**config.mk**
```make
export PLATFORM = sky130hd
export DESIGN_NAME = tcu_top
export DESIGN_NICKNAME = d
export VERILOG_FILES = /design/src/design/tcu_pkg.sv /design/src/design/tcu_top.sv
export SDC_FILE = /design/constraint.sdc
export NUM_CORES = 1
export LEC_CHECK = 0
export BUFFER_PORTS_ARGS = -buffer_cell sky130_fd_sc_hd__clkbuf_2
export CAP_MARGIN = 20
export CORE_MARGIN = 1
export CORE_UTILIZATION = 25
export CTS_CLUSTER_SIZE = 40
export DETAILED_ROUTE_END_ITERATION = 12
export GPL_TIMING_DRIVEN = 1
export MAX_ROUTING_LAYER = met4
export SLEW_MARGIN = 30
export SYNTH_ARGS = -nofsm -noshare
export SYNTH_HDL_FRONTEND = slang
export SYNTH_SLANG_ARGS = --single-unit
```
**constraint.sdc**
```tcl
create_clock -name CLK -period 3.15 [get_ports CLK]
set_clock_uncertainty 0.15 [all_clocks]
set_input_delay 0.315 -clock CLK [delete_from_list [all_inputs] [get_ports CLK]]
set_output_delay 0.315 -clock CLK [all_outputs]
set_load 0.1 [all_outputs]
```
**src/design/tcu_pkg.sv**
```systemverilog
package tcu_pkg;
    localparam int          NCH        = 8;
    localparam int          AW         = 12;
    // register indices; byte address is four times the index
    localparam logic [9:0]  IDX_ROLE   = 10'h080;
    localparam logic [9:0]  IDX_FORCE  = 10'h081;
    localparam logic [9:0]  IDX_MMASK  = 10'h082;
    localparam logic [9:0]  IDX_MDATA  = 10'h083;
    localparam logic [9:0]  IDX_CNT    = 10'h084;
    localparam logic [9:0]  IDX_SYSCTL = 10'h086;
    localparam logic [9:0]  IDX_ACT_U  = 10'h088;
    localparam logic [9:0]  IDX_ACT_L  = 10'h089;
    localparam logic [9:0]  IDX_EDG_U  = 10'h08A;
    localparam logic [9:0]  IDX_EDG_L  = 10'h08B;
    localparam logic [9:0]  IDX_MODE2  = 10'h08D;
    localparam logic [9:0]  IDX_FLG1   = 10'h08E;
    localparam logic [9:0]  IDX_FLG2   = 10'h08F;
    localparam logic [9:0]  IDX_CH0    = 10'h090;
    localparam logic [9:0]  IDX_PACTL  = 10'h0A0;
    localparam logic [9:0]  IDX_PAFLG  = 10'h0A1;
    localparam logic [9:0]  IDX_ACCUMULATOR_COUNT  = 10'h0A2;
    localparam logic [9:0]  IDX_PDATA  = 10'h0AE;
    localparam logic [9:0]  IDX_PDIR   = 10'h0AF;
    // field positions
    localparam int          B_RUN      = 7;
    localparam int          B_HWAIT    = 6;
    localparam int          B_HDBG     = 5;
    localparam int          B_FFCA     = 4;
    localparam int          B_COUNTER_CLEAR_ON_MASTER     = 3;
    localparam int          B_TOF      = 7;
    localparam int          B_PAEN     = 6;
    localparam int          B_ACCUMULATOR_OVERFLOW_FLAG    = 1;
    localparam int          B_ACCUMULATOR_EDGE_FLAG     = 0;
    localparam int          MCH        = 7;
    // reset values and codes
    localparam logic [7:0]  RST8       = 8'h00;
    localparam logic [15:0] RST16      = 16'h0000;
    localparam logic [15:0] CNT_MAX    = 16'hFFFF;
    localparam logic [5:0]  PRE_LAST   = 6'h3F;
    localparam logic [1:0]  ACT_TGL    = 2'h1;
    localparam logic [1:0]  ACT_OFF    = 2'h0;
endpackage

```
**src/design/tcu_top.sv**
```systemverilog
`timescale 1ns/1ps
module tcu_top (
    input  wire logic               CLK,
    input  wire logic               SYS_RST,
    input  wire logic               PSEL,
    input  wire logic               PENABLE,
    input  wire logic               PWRITE,
    input  wire logic [tcu_pkg::AW-1:0] PADDR,
    input  wire logic [31:0]        PWDATA,
    output logic      [31:0]        PRDATA,
    output logic                    PREADY,
    output logic                    PSLVERR,
    input  wire logic               SPECIAL_MODE,
    input  wire logic               WAIT_MODE,
    input  wire logic               DEBUG_MODE,
    input  wire logic [7:0]         TP_IN,
    output logic      [7:0]         TP_OUT,
    output logic      [7:0]         TP_OE,
    output logic                    PA_DIV64_TICK
);
    import tcu_pkg::*;

    // ------------------------------------------------------------
    // register state
    // ------------------------------------------------------------
    logic [7:0]  role_q, mmask_q, mdata_q, act_u_q, act_l_q;
    logic [7:0]  edg_u_q, edg_l_q, sysctl_q, flg1_q, pdata_q, pdir_q;
    logic [7:0]  oc_q, pin_prev_q;
    logic        counter_clear_on_master_q, tof_q, paen_q, accumulator_overflow_flag_q, accumulator_edge_flag_q;
    logic [15:0] cnt_q, accumulator_count_q;
    logic [15:0] tc_q [NCH];
    logic [5:0]  pre_q;
    logic        pready_q;

    // ------------------------------------------------------------
    // bus decode
    // ------------------------------------------------------------
    wire [9:0]  idx     = PADDR[AW-1:2];
    wire        acc     = PSEL & PENABLE & pready_q;
    wire        wr      = acc & PWRITE;
    wire        rd      = acc & ~PWRITE;
    wire        h_role  = idx == IDX_ROLE;
    wire        h_force = idx == IDX_FORCE;
    wire        h_mmask = idx == IDX_MMASK;
    wire        h_mdata = idx == IDX_MDATA;
    wire        h_cnt   = idx == IDX_CNT;
    wire        h_sys   = idx == IDX_SYSCTL;
    wire        h_actu  = idx == IDX_ACT_U;
    wire        h_actl  = idx == IDX_ACT_L;
    wire        h_edgu  = idx == IDX_EDG_U;
    wire        h_edgl  = idx == IDX_EDG_L;
    wire        h_mode2 = idx == IDX_MODE2;
    wire        h_flg1  = idx == IDX_FLG1;
    wire        h_flg2  = idx == IDX_FLG2;
    wire        h_pactl = idx == IDX_PACTL;
    wire        h_paflg = idx == IDX_PAFLG;
    wire        h_accumulator_count = idx == IDX_ACCUMULATOR_COUNT;
    wire        h_pdata = idx == IDX_PDATA;
    wire        h_pdir  = idx == IDX_PDIR;
    wire [7:0]  h_ch;
    wire        h_any   = h_role | h_force | h_mmask | h_mdata | h_cnt | h_sys
                        | h_actu | h_actl | h_edgu | h_edgl | h_mode2 | h_flg1
                        | h_flg2 | h_pactl | h_paflg | h_accumulator_count | h_pdata
                        | h_pdir | (|h_ch);

    // ------------------------------------------------------------
    // timer activity and shared events
    // ------------------------------------------------------------
    wire        ffca    = sysctl_q[B_FFCA];
    wire        active  = sysctl_q[B_RUN]
                        & ~(WAIT_MODE & sysctl_q[B_HWAIT])
                        & ~(DEBUG_MODE & sysctl_q[B_HDBG]);
    wire [7:0]  force_v = (wr & h_force) ? PWDATA[7:0] : RST8;
    wire [7:0]  match;
    wire [7:0]  cap;
    wire [15:0] act_all = {act_u_q, act_l_q};
    wire [15:0] edg_all = {edg_u_q, edg_l_q};
    wire        m_fire  = match[MCH] | force_v[MCH];
    wire        cnt_wr  = wr & h_cnt & SPECIAL_MODE;
    wire        cnt_clr = counter_clear_on_master_q & match[MCH];
    wire        ovf     = active & ~cnt_wr & ~cnt_clr & (cnt_q == CNT_MAX);
    wire [7:0]  owned;

    // ------------------------------------------------------------
    // channels
    // ------------------------------------------------------------
    for (genvar n = 0; n < NCH; n++) begin : g_ch
        wire [1:0] act  = act_all[2*n +: 2];
        wire [1:0] edg  = edg_all[2*n +: 2];
        wire       rise = ~pin_prev_q[n] & TP_IN[n];
        wire       fall = pin_prev_q[n] & ~TP_IN[n];
        wire       fire = match[n] | force_v[n];
        wire       m7   = m_fire & mmask_q[n];
        logic      oc_d;
        wire       clr  = (wr & h_flg1 & PWDATA[n])
                        | (ffca & h_ch[n] & (role_q[n] ? wr : rd));
        wire       tc_wr = wr & h_ch[n] & role_q[n];

        assign h_ch[n]  = idx == (IDX_CH0 + 10'(2 * n));
        assign match[n] = active & role_q[n] & (cnt_q == tc_q[n]);
        assign cap[n]   = active & ~role_q[n]
                        & ((edg[0] & rise) | (edg[1] & fall));
        // compare ownership overrides the direction bit
        assign owned[n] = (act != ACT_OFF)
                        | (mmask_q[n] & role_q[n]);

        always_comb begin
            if (m7)
                oc_d = mdata_q[n];
            else if (fire && act == ACT_TGL)
                oc_d = ~oc_q[n];
            else if (fire && act[1])
                oc_d = act[0];
            else
                oc_d = oc_q[n];
        end

        always_ff @(posedge CLK) begin
            if (SYS_RST) begin
                tc_q[n]   <= RST16;
                flg1_q[n] <= 1'b0;
                oc_q[n]   <= 1'b0;
            end else begin
                if (cap[n])
                    tc_q[n] <= cnt_q;
                else if (tc_wr)
                    tc_q[n] <= PWDATA[15:0];
                // hardware set wins over a same-cycle clear
                flg1_q[n] <= match[n] | cap[n] | (flg1_q[n] & ~clr);
                oc_q[n]   <= oc_d;
            end
        end
    end

    // ------------------------------------------------------------
    // counter, prescaler, overflow
    // ------------------------------------------------------------
    // a counter write leaves the prescaler phase alone, so the first
    // divide-by-64 period after it keeps its full length
    logic [15:0] cnt_d;
    always_comb begin
        if (cnt_wr)
            cnt_d = PWDATA[15:0];
        else if (!active)
            cnt_d = cnt_q;
        else if (cnt_clr)
            cnt_d = RST16;
        else
            cnt_d = cnt_q + 16'h0001;
    end

    wire tof_clr  = (wr & h_flg2 & PWDATA[B_TOF]) | (ffca & acc & h_cnt);
    wire pa_edge  = paen_q & ~pin_prev_q[MCH] & TP_IN[MCH];
    wire pa_wr    = wr & h_accumulator_count;
    wire pa_ovf   = pa_edge & ~pa_wr & (accumulator_count_q == CNT_MAX);
    wire pa_fclr  = ffca & acc & h_accumulator_count;
    wire pa_oclr  = (wr & h_paflg & PWDATA[B_ACCUMULATOR_OVERFLOW_FLAG]) | pa_fclr;
    wire pa_iclr  = (wr & h_paflg & PWDATA[B_ACCUMULATOR_EDGE_FLAG]) | pa_fclr;

    always_ff @(posedge CLK) begin
        if (SYS_RST) begin
            cnt_q         <= RST16;
            pre_q         <= '0;
            tof_q         <= 1'b0;
            PA_DIV64_TICK <= 1'b0;
            accumulator_count_q       <= RST16;
            accumulator_overflow_flag_q       <= 1'b0;
            accumulator_edge_flag_q        <= 1'b0;
            pin_prev_q    <= RST8;
        end else begin
            cnt_q         <= cnt_d;
            pre_q         <= active ? pre_q + 6'h01 : pre_q;
            PA_DIV64_TICK <= active & (pre_q == PRE_LAST);
            tof_q         <= ovf | (tof_q & ~tof_clr);
            accumulator_count_q       <= pa_wr ? PWDATA[15:0]
                           : pa_edge ? accumulator_count_q + 16'h0001 : accumulator_count_q;
            accumulator_overflow_flag_q       <= pa_ovf | (accumulator_overflow_flag_q & ~pa_oclr);
            accumulator_edge_flag_q        <= pa_edge | (accumulator_edge_flag_q & ~pa_iclr);
            pin_prev_q    <= TP_IN;
        end
    end

    // ------------------------------------------------------------
    // control registers and port
    // ------------------------------------------------------------
    always_ff @(posedge CLK) begin
        if (SYS_RST) begin
            role_q   <= RST8;
            mmask_q  <= RST8;
            mdata_q  <= RST8;
            act_u_q  <= RST8;
            act_l_q  <= RST8;
            edg_u_q  <= RST8;
            edg_l_q  <= RST8;
            sysctl_q <= RST8;
            counter_clear_on_master_q   <= 1'b0;
            paen_q   <= 1'b0;
            pdata_q  <= RST8;
            pdir_q   <= RST8;
        end else if (wr) begin
            if (h_role)  role_q   <= PWDATA[7:0];
            if (h_mmask) mmask_q  <= PWDATA[7:0];
            if (h_mdata) mdata_q  <= PWDATA[7:0];
            if (h_actu)  act_u_q  <= PWDATA[7:0];
            if (h_actl)  act_l_q  <= PWDATA[7:0];
            if (h_edgu)  edg_u_q  <= PWDATA[7:0];
            if (h_edgl)  edg_l_q  <= PWDATA[7:0];
            if (h_sys)   sysctl_q <= PWDATA[7:0] & 8'hF0;
            if (h_mode2) counter_clear_on_master_q   <= PWDATA[B_COUNTER_CLEAR_ON_MASTER];
            if (h_pactl) paen_q   <= PWDATA[B_PAEN];
            if (h_pdata) pdata_q  <= PWDATA[7:0];
            if (h_pdir)  pdir_q   <= PWDATA[7:0];
        end
    end

    // owned pins ignore the latch; it shows again once released
    always_ff @(posedge CLK) begin
        if (SYS_RST) begin
            TP_OUT <= RST8;
            TP_OE  <= RST8;
        end else begin
            TP_OUT <= (owned & oc_q) | (~owned & pdata_q);
            TP_OE  <= owned | pdir_q;
        end
    end

    // ------------------------------------------------------------
    // read mux and bus answer
    // ------------------------------------------------------------
    logic [15:0] rdata;
    always_comb begin
        rdata = RST16;
        if (h_role)       rdata = {8'h00, role_q};
        else if (h_force) rdata = RST16;
        else if (h_mmask) rdata = {8'h00, mmask_q};
        else if (h_mdata) rdata = {8'h00, mdata_q};
        else if (h_cnt)   rdata = cnt_q;
        else if (h_sys)   rdata = {8'h00, sysctl_q};
        else if (h_actu)  rdata = {8'h00, act_u_q};
        else if (h_actl)  rdata = {8'h00, act_l_q};
        else if (h_edgu)  rdata = {8'h00, edg_u_q};
        else if (h_edgl)  rdata = {8'h00, edg_l_q};
        else if (h_mode2) rdata = {8'h00, 4'h0, counter_clear_on_master_q, 3'h0};
        else if (h_flg1)  rdata = {8'h00, flg1_q};
        else if (h_flg2)  rdata = {8'h00, tof_q, 7'h00};
        else if (h_pactl) rdata = {8'h00, 1'b0, paen_q, 6'h00};
        else if (h_paflg) rdata = {8'h00, 6'h00, accumulator_overflow_flag_q, accumulator_edge_flag_q};
        else if (h_accumulator_count) rdata = accumulator_count_q;
        else if (h_pdata) rdata = {8'h00, (pdir_q & pdata_q) | (~pdir_q & TP_IN)};
        else if (h_pdir)  rdata = {8'h00, pdir_q};
        else begin
            for (int k = 0; k < NCH; k++) begin
                if (h_ch[k])
                    rdata = tc_q[k];
            end
        end
    end

    // no wait state: data is registered in the setup cycle
    wire setup = PSEL & ~PENABLE;
    always_ff @(posedge CLK) begin
        if (SYS_RST) begin
            pready_q <= 1'b0;
            PREADY   <= 1'b0;
            PRDATA   <= '0;
            PSLVERR  <= 1'b0;
        end else begin
            pready_q <= setup;
            PREADY   <= setup;
            PRDATA   <= setup ? {16'h0000, rdata} : '0;
            PSLVERR  <= setup & ~h_any;
        end
    end
endmodule

```
# ---- After elaboration in Yosys (flattened, before gate mapping)
# Memories as Yosys holds them, arrays and structs flattened.
# Cells that the tools add are included.
dict set report word_totals {
  elab_cells 591
  memories 1
  mem_bits_ro 0
  out_inout_bits 51
  mem_bits_rw 128
  latchBits 0
  reg_bits 194
  inputBits 60
}
# memory depth width read_ports rd_clocked_by_memory_dff wr line_no
set mem_list {}
lappend mem_list {tc_q 8 16 8 0 8 tcu_top.sv:31} ;# logic [15:0] tc_q [NCH];
dict set report op_classes {
  n_eq_ne 45
  mux 138
  n_bitwise 312
  order_cmp 0
  n_reduce_logical 49
  mul 0
  add_sub_neg 3
  n_shift 0
  div 0
}
# operator count
set op_table {}
lappend op_table {{$mux W16} 43}
lappend op_table {{$eq A10 B8 Y1 const B} 26}
lappend op_table {{$and A1 B1 Y1} 163}
lappend op_table {{$eq A16 B16 Y1} 8}
lappend op_table {{$mux W1} 90}
lappend op_table {{$or A1 B1 Y1} 88}
lappend op_table {{$not A1 Y1} 52}
lappend op_table {{$mux W8} 5}
lappend op_table {{$add A16 B1 Y16 const B} 2}
lappend op_table {{$and A8 B8 Y8} 4}
lappend op_table {{$eq A16 B16 Y1 const B} 2}
lappend op_table {{$or A8 B8 Y8} 3}
lappend op_table {{$reduce_and A2 Y1} 12}
lappend op_table {{$reduce_bool A3 Y1} 8}
lappend op_table {{$reduce_bool A2 Y1} 10}
lappend op_table {{$eq A2 B1 Y1 const B} 8}
lappend op_table {{$logic_and A1 B1 Y1} 16}
lappend op_table {{$not A8 Y8} 2}
lappend op_table {{$reduce_or A8 Y1} 1}
lappend op_table {{$add A6 B1 Y6 const B} 1}
lappend op_table {{$eq A6 B6 Y1 const B} 1}
lappend op_table {{$reduce_or A6 Y1} 1}
lappend op_table {{$reduce_or A2 Y1} 1}

# ---- Depth between registers and ports, before layout
# Gate-level depths: netlist of run 1.
dict set report logic_depth {
  depth_word 27
  depth_mapped 10
  depth_no_buf 7
}

# ---- Worst setup path before layout of run 1
# OpenSTA, ideal clock, no wires.
dict set report synth_path {
  path_kind {register to register}
  from {reg pready_q}
  to {mem tc_q[2][0], in the netlist tc_q[0][32], enable pin}
  path_buffers 2
  required_time_ns 2.628
  path_slack_ns -0.119
  arrival_ns 2.747
  setup_ns 0.372
  stages_incl_launch_ff 8
  period_less_slack_ns 3.269
  cell_sequence {dfxtp_1 -> nand4_1 -> or3_1 -> buf_6 -> nor2_8 -> buf_2 -> nor2_1 -> nand2_1}
}
# element line_no
set synth_rtl {}
lappend synth_rtl {{start, declared} tcu_top.sv:33} ;# logic pready_q;
lappend synth_rtl {{start signal, assigned} tcu_top.sv:268} ;# pready_q <= setup;
lappend synth_rtl {{end, declared} tcu_top.sv:31}

# ---- Final worst setup path of run 1
dict set report layout_path {
  from {reg cnt_q[13]}
  to {reg oc_q[4]}
}
dict set report layout_via {
  elab_chain_cells 6
  elab_cells_between_ends 12
  classes_between {eq/ne: 2; mux: 2; bitwise: 5; reduce/logical: 3}
}
# element line_no
set layout_rtl {}
lappend layout_rtl {{start, declared} tcu_top.sv:30} ;# logic [15:0] cnt_q, accumulator_count_q;
lappend layout_rtl {{start signal, assigned} tcu_top.sv:171} ;# cnt_q <= cnt_d;
lappend layout_rtl {{$eq A16 B16 Y1} tcu_top.sv:100} ;# assign match[n] = active & role_q[n] & (cnt_q == tc_q[n]);
lappend layout_rtl {{$and A1 B1 Y1} tcu_top.sv:100}
lappend layout_rtl {{$or A1 B1 Y1} tcu_top.sv:92} ;# wire fire = match[n] | force_v[n];
lappend layout_rtl {{$logic_and A1 B1 Y1} tcu_top.sv:110} ;# else if (fire && act == ACT_TGL)
lappend layout_rtl {{$mux W1} tcu_top.sv:110}
lappend layout_rtl {{$mux W1} tcu_top.sv:108} ;# if (m7)
lappend layout_rtl {{end signal, assigned by index} tcu_top.sv:122} ;# oc_q[n] <= 1'b0;
lappend layout_rtl {{end signal, assigned by index} tcu_top.sv:130} ;# oc_q[n] <= oc_d;
lappend layout_rtl {{end, declared} tcu_top.sv:28} ;# logic [7:0] oc_q, pin_prev_q;
# Several ways; a longest one is shown, not always the timed one.
# A chain may end at the register's enable or synchronous reset.

==> qor.csv, run 1 <==
stage,metric,value,unit
status,status,"complete, no violations",
floorplan,rows,96,
logic_synthesis,synthesis.area,17500,um2
logic_synthesis,synth_top_cell_by_area,edfxtp_1,
logic_synthesis,ys_ff_latch,306,
floorplan,die_area,70900,um2
timing,hold_violations,0,
timing,slew_viol_final,0,
timing,setup_viol,0,
setup_path,crit_required,3.40,ns
logic_synthesis,yosysSeqAreaShare,0.424,
floorplan,start_util,0.254,
routing,routed_via_density,5.59,
logic_synthesis,yosysTopAreaCellShare,0.220,
clock_network,htreeDepth,2,
power,power,9.61,mW
global_route,grt_pass1_vias,16400,
floorplan,die_x,266,um
timing,max_freq,0.320,GHz
routing,wl_per_cell,26.5,um
floorplan,coreArea,68800,um2
routing,totalWireLength,80.7,mm
layout,drive_gt1_frac,0.167,
routing,drc_errors,0,
power,ir_worst_vdd,0.286,mV
power,leakagePower,7.77,nW
placement,place_inst,2963,
logic_synthesis,async_flop_share,0,
setup_path,worstSetupPathType,register to register,
clock_network,cts_tree,done,
logic_synthesis,yosys.area_share.simple,0.183,
clock_network,postCtsSetupBuffers,0,
timing,rsz0062_at_grt,false,
clock_network,cts_root_buf,clkbuf_16,
routing,ant_nets,0,
clock_network,cts.repair.resized,0,
logic_synthesis,synth_mux_area_frac,0.0357,
placement,dp_hpwl,59.7,mm
logic_synthesis,synth-edff-count,128,
logic_synthesis,synth_adder_area_share,0.00215,
setup_path,path_cells,xor2_1 -> nor4_1 -> nand4_1 -> o21ai_0 -> buf_4 -> mux2_2 -> o2111ai_1 -> a21oi_1,
routing,num_vias,17000,
routing,first_iter_violations,2229,
timing,tns,0,ns
floorplan,fp.dieH,266,um
clock_network,clkSinkCount,306,
floorplan,pin_count,111,
placement,io_buffers,76,
clock_network,cts.clk_slew.worst_paths,0.06,ns
setup_path,cp-start-kind,register,
logic_synthesis,synth_ff_type,dfxtp_1,
clock_network,clkLatencyLatePin,0.57,ns
logic_synthesis,synthCells,1953,
logic_synthesis,yosysMostFrequentCell,nand2_1,
global_route,grt_max_degree,98,
routing,first_pass_iters,8,
global_route,antenna_found_initial,2,
logic_synthesis,synth.yosys.warnings,0,
layout,fin_nets,2145,
setup_path,critPathTopFamily,simple AND/OR/NAND/NOR gates,
logic_synthesis,synth-compound-area-share,0.219,
setup_path,cp-end-kind,register,
logic_synthesis,synth_area_leaders,"edfxtp_1, dfxtp_1, a22o_1, nand2_1, a21oi_1",
power,p_per_area,454,nW/um2
min_path,hp-class,input pin to register,
timing,min_period,3.13,ns
timing,finalCritPeriodShare,0.993,
layout,num-fill-cells,7190,
logic_synthesis,synth_cell_type_count,79,
timing,max_slew.worst_pin.slew,0.855,ns
global_route,grtUsageTotal,0.230,
setup_path,slowest_stage,dfxtp_1,
timing,max_slew_margin,0.430,
clock_network,cts_max_path_buffers,3,
placement,gp_congestion,1.04,
setup_path,worst_path_largest_cell_delay,0.61,ns
logic_synthesis,synth_top_family_by_area,compound AO/OA/AOI/OAI gates,
logic_synthesis,syn_avg_cell_area,8.94,um2
setup_path,arrival,3.38,ns
logic_synthesis,netlist_top_cells_count,"nand2_1, dfxtp_1, nor2_1, a21oi_1, a22o_1",
global_route,grt_overflow,0,
global_route,grt_first_pass_wirelength,116,mm
setup_path,crit_fanout,9,
clock_network,cts_buffers,37,
run,cap_viol_max_count,0,
setup_path,path_buf_inv,1,
layout,finalNonFillerCells,3043,
logic_synthesis,synth_xor_area_frac,0.0837,
layout,syn_to_final_growth,21.1,%
area by class of cell:
cell class / instances / area [um2] / area share
clock buffers: 49 / 1030 / 0.0488
clock inverters: 18 / 235 / 0.0111
inverters: 29 / 109 / 0.00514
flip-flops and latches: 306 / 7410 / 0.350
repair buffers: 261 / 1940 / 0.0919
well taps: 931 / 1160 / 0.0550
multi-input cells: 1447 / 9260 / 0.438
diodes: 2 / 5.00 / 0.000236
final timing paths:
| kind | from | to | slack [ns] | cells after the start |
|---|---|---|---|---|
| setup / recovery | cnt_q[13] | oc_q[4] | 0.02 | 8 |
| hold / removal | PWDATA[5] | act_l_q[5] | 0.06 | 3 |
| setup reg to reg | cnt_q[13] | oc_q[4] | 0.02 | 8 |
| hold reg to reg | pre_q[5] | PA_DIV64_TICK | 0.31 | 2 |
placed cells by master (no fill, tap or decap), types with 6 or more instances in the layout:
master / instances
dlygate4sd3_1: 11
a31oi_1: 27
nand2b_1: 7
or2_2: 7
edfxtp_1: 128
clkbuf_2: 75
a22oi_1: 20
buf_12: 11
nand2_1: 200
xnor2_1: 83
mux2i_1: 50
clkbuf_1: 7
o2111ai_1: 6
o21ai_0: 70
buf_4: 162
a22o_1: 134
o32ai_1: 7
o22ai_1: 34
nor2b_1: 13
a221oi_1: 13
a21oi_1: 147
a211oi_1: 26
clkbuf_16: 38
conb_1: 16
nor3_1: 32
and3_1: 32
xor2_1: 84
or3_1: 18
inv_1: 28
nor4_1: 15
nor2_1: 151
nor2_8: 6
a21o_1: 7
nand3_1: 94
nand4_1: 28
dfxtp_1: 177
clkinv_2: 6
nor3b_1: 12
timing repair:
action	4_1_cts	5_1_grt
endpoints found under the setup margin	0	0
hold endpoints to repair	26	0
hold buffers	11	0
worst reg2reg max path, stage by stage (launching register included):
cell,delay (ns)
dfxtp_1,0.61
xor2_1,0.13
nor4_1,0.47
nand4_1,0.30
o21ai_0,0.55
buf_4,0.22
mux2_2,0.33
o2111ai_1,0.11
a21oi_1,0.09
metrics by stage:
step / worst slack, ns / utilization / hold WS (ns) / area [um2]
4_1_cts: 0.121 / 0.307 / 0.0252 / 21100
5_1_grt: 0.0221 / 0.307 / 0.0643 / 21200
6_report: 0.0230 / 0.307 / 0.0567 / 21200
3_3_place_gp: -0.116 / 0.287 / 0.293 / 19800
2_1_floorplan: 0.116 / - / 0.276 / 17500
3_5_place_dp: -0.140 / 0.287 / 0.301 / 19800
cells by family after synthesis:
| group | Yosys count |
|---|---|
| xor+xnor | 167 |
| other cells | 1 |
| simple gates | 649 |
| mux | 58 |
| flops | 306 |
| compound gates | 554 |
| fa+ha+maj | 3 |
| buf+inv | 215 |
power by group:
group          internal, mW  switching (mW)
Combinational         0.229           0.602
Sequential             4.19          0.0581
Clock                  2.73            1.81
metal layers:
layer	track usage	wire length, um	part of all wire
met5	-	0	0
met4	0.0963	3420	0.042
met3	0.0357	7010	0.087
met2	0.354	36700	0.45
met1	0.300	33600	0.42
flip-flops by register name, indices dropped and copies added (netlist names), 16 cells and up:
| name | cells |
|---|---|
| cnt_q | 16 |
| PRDATA | 16 |
| accumulator_count_q | 16 |
| tc_q | 128 |
(Power assumes the default switching activity.)
==> run 2, diff against run 1 <==
CTS_BUF_LIST = sky130_fd_sc_hd__clkbuf_8   (was not set)
==> run 2 against run 1 <==
- first-iteration DRC count decreased by 9.6%
- worst hold slack got worse by 0.020 ns
- sequential cell count unchanged
- clock power decreased by 17%
- global-route usage about the same
- register-to-register slack about the same
- final cell count increased by 1.2%
- routed wire length increased by 0.30%
- final area decreased by 0.61%
- largest cell class unchanged
- largest power group is now registers
- highest routed layer unchanged
==> qor.csv, run 2 (synthesized netlist as in run 1, its figures left out) <==
stage,metric,value,unit
status,status,"complete, no violations",
routing,route.layer.met1.wl,32.9,mm
min_path,hold_path_depth,3,
layout,regMostFlops,tc_q,
global_route,grt_overflow,0,
placement,io_buffers,76,
routing,top_layer,met4,
setup_path,worstSetupPathType,register to register,
floorplan,pin_count,111,
layout,num-fill-cells,7209,
global_route,grtUsageTotal,0.230,
timing,setup_viol,0,
floorplan,die_x,266,um
layout,syn_to_final_growth,20.4,%
setup_path,crit_required,3.50,ns
power,ir_worst_vdd,0.213,mV
clock_network,cts.clk_slew.worst_paths,0.07,ns
routing,first_pass_iters,7,
layout,layout_common_cells,"nand2_1, dfxtp_1, buf_4, nor2_1, a21oi_1",
timing,setup_ws,0.0300,ns
placement,dp_hpwl,59.7,mm
timing,max_slew_margin,0.435,
floorplan,rows,96,
setup_path,ff2ff_path_depth,8,
power,p_clk_frac,0.426,
power,p_per_area,421,nW/um2
min_path,hp-class,input pin to register,
routing,routed_via_density,5.60,
power,power,8.85,mW
timing,hold_violations,0,
routing,first_iter_violations,2016,
setup_path,cp-start-kind,register,
clock_network,cts_buffers,52,
timing,finalCritPeriodShare,0.990,
power,intPower,6.41,mW
global_route,grt_pass1_vias,16500,
clock_network,clkLatencyLatePin,0.67,ns
power,leakagePower,7.80,nW
setup_path,path_depth,8,
routing,ant_nets,0,
routing,drc_errors,0,
timing,slew_viol_final,0,
clock_network,cts_root_buf,clkbuf_8,
power,netSwitchingFraction,0.275,
setup_path,path_buf_inv,1,
setup_path,arrival,3.47,ns
clock_network,htreeDepth,2,
timing,min_period,3.12,ns
timing,max_slew.worst_pin.slew,0.848,ns
setup_path,worst_path_largest_cell_delay,0.61,ns
global_route,grt_max_degree,98,
floorplan,fp.dieH,266,um
routing,wl_per_cell,26.3,um
layout,finalInstanceArea,21000,um2
setup_path,cp-end-kind,register,
clock_network,clkSinkCount,306,
floorplan,start_util,0.254,
routing,totalWireLength,81.0,mm
setup_path,crit_fanout,9,
setup_path,slowest_stage,dfxtp_1,
placement,place_area,19800,um2
floorplan,coreArea,68800,um2
timing,rsz0062_at_grt,false,
clock_network,cts_max_path_buffers,3,
clock_network,postCtsSetupBuffers,0,
routing,met2_length,36.7,mm
routing,num_vias,17200,
layout,fin_nets,2166,
setup_path,critPathTopFamily,simple AND/OR/NAND/NOR gates,
global_route,grt_first_pass_wirelength,116,mm
clock_network,cts_tree,done,
routing,dr_wl_met3,7.74,mm
run,cap_viol_max_count,0,
power,p_sw,2.43,mW
global_route,antenna_found_initial,2,
power,comb_power_share,0.094,
placement,gp_congestion,1.04,
layout,drive_gt1_frac,0.174,
placement,post-place-ws,-0.140,ns
floorplan,die_area,70900,um2
setup_path,path_cells,xor2_1 -> nor4_1 -> nand4_1 -> o21ai_0 -> buf_4 -> mux2_2 -> o2111ai_1 -> a21oi_1,
layout,largest_register_ffs,128,
timing,whs,0.0367,ns
timing,max_freq,0.321,GHz
timing,tns,0,ns
power,pwr-share-seq,0.480,
layout,mostFrequentLayoutCell,nand2_1,
-- run 2: layout make-up --
cell class	instances	area, um2	share of cell area
Antenna cell	2	5.00	0.000238
Clock inverter	29	155	0.00738
Tap cell	931	1160	0.0554
Sequential cell	306	7410	0.352
Clock buffer	67	922	0.0438
Timing Repair Buffer	267	2000	0.0953
Multi-Input combinational cell	1447	9260	0.440
Inverter	29	109	0.00518
-- run 2: timing repair --
action	4_1_cts	5_1_grt
hold buffers	17	0
endpoints found under the hold margin	54	0
endpoints found under the setup margin	0	0
gates resized for setup	0	0
-- run 2: worst min-delay path: cells and delay by family --
family / cells / cell delay (ns)
AOI/OAI and AO/OA: 1 / 0.06
buffers and inverters: 1 / 0.24
and+or+nand+nor: 1 / 0.17
-- run 2: power groups by stage --
stage,logic [mW],registers [mW],clock network (mW)
floorplan,0.453,4.31,0
global placement,0.789,4.33,0
detailed placement,0.790,4.33,0
CTS,0.811,4.24,3.82
global route,0.864,4.24,4.00
finish,0.835,4.24,3.77
-- run 2: metrics by stage --
step,utilization,instances
finish,0.306,3078
global route,0.306,3078
CTS,0.305,3076
detailed placement,0.287,2963
global placement,0.287,2963
floorplan,-,1968
-- run 2: final timing paths --
check	slack, ns	from	endpoint
worst min-delay path	0.04	PWDATA[9]	accumulator_count_q[9]
worst max register to register	0.03	cnt_q[13]	oc_q[4]
worst max-delay path	0.03	cnt_q[13]	oc_q[4]
worst min register to register	0.31	pre_q[5]	PA_DIV64_TICK
-- run 2: layer usage --
metal / vias to the layer above / track usage
li1: 7481 / -
met1: 8480 / 0.295
met2: 1075 / 0.352
met3: 194 / 0.0425
met4: 0 / 0.0988
met5: - / -
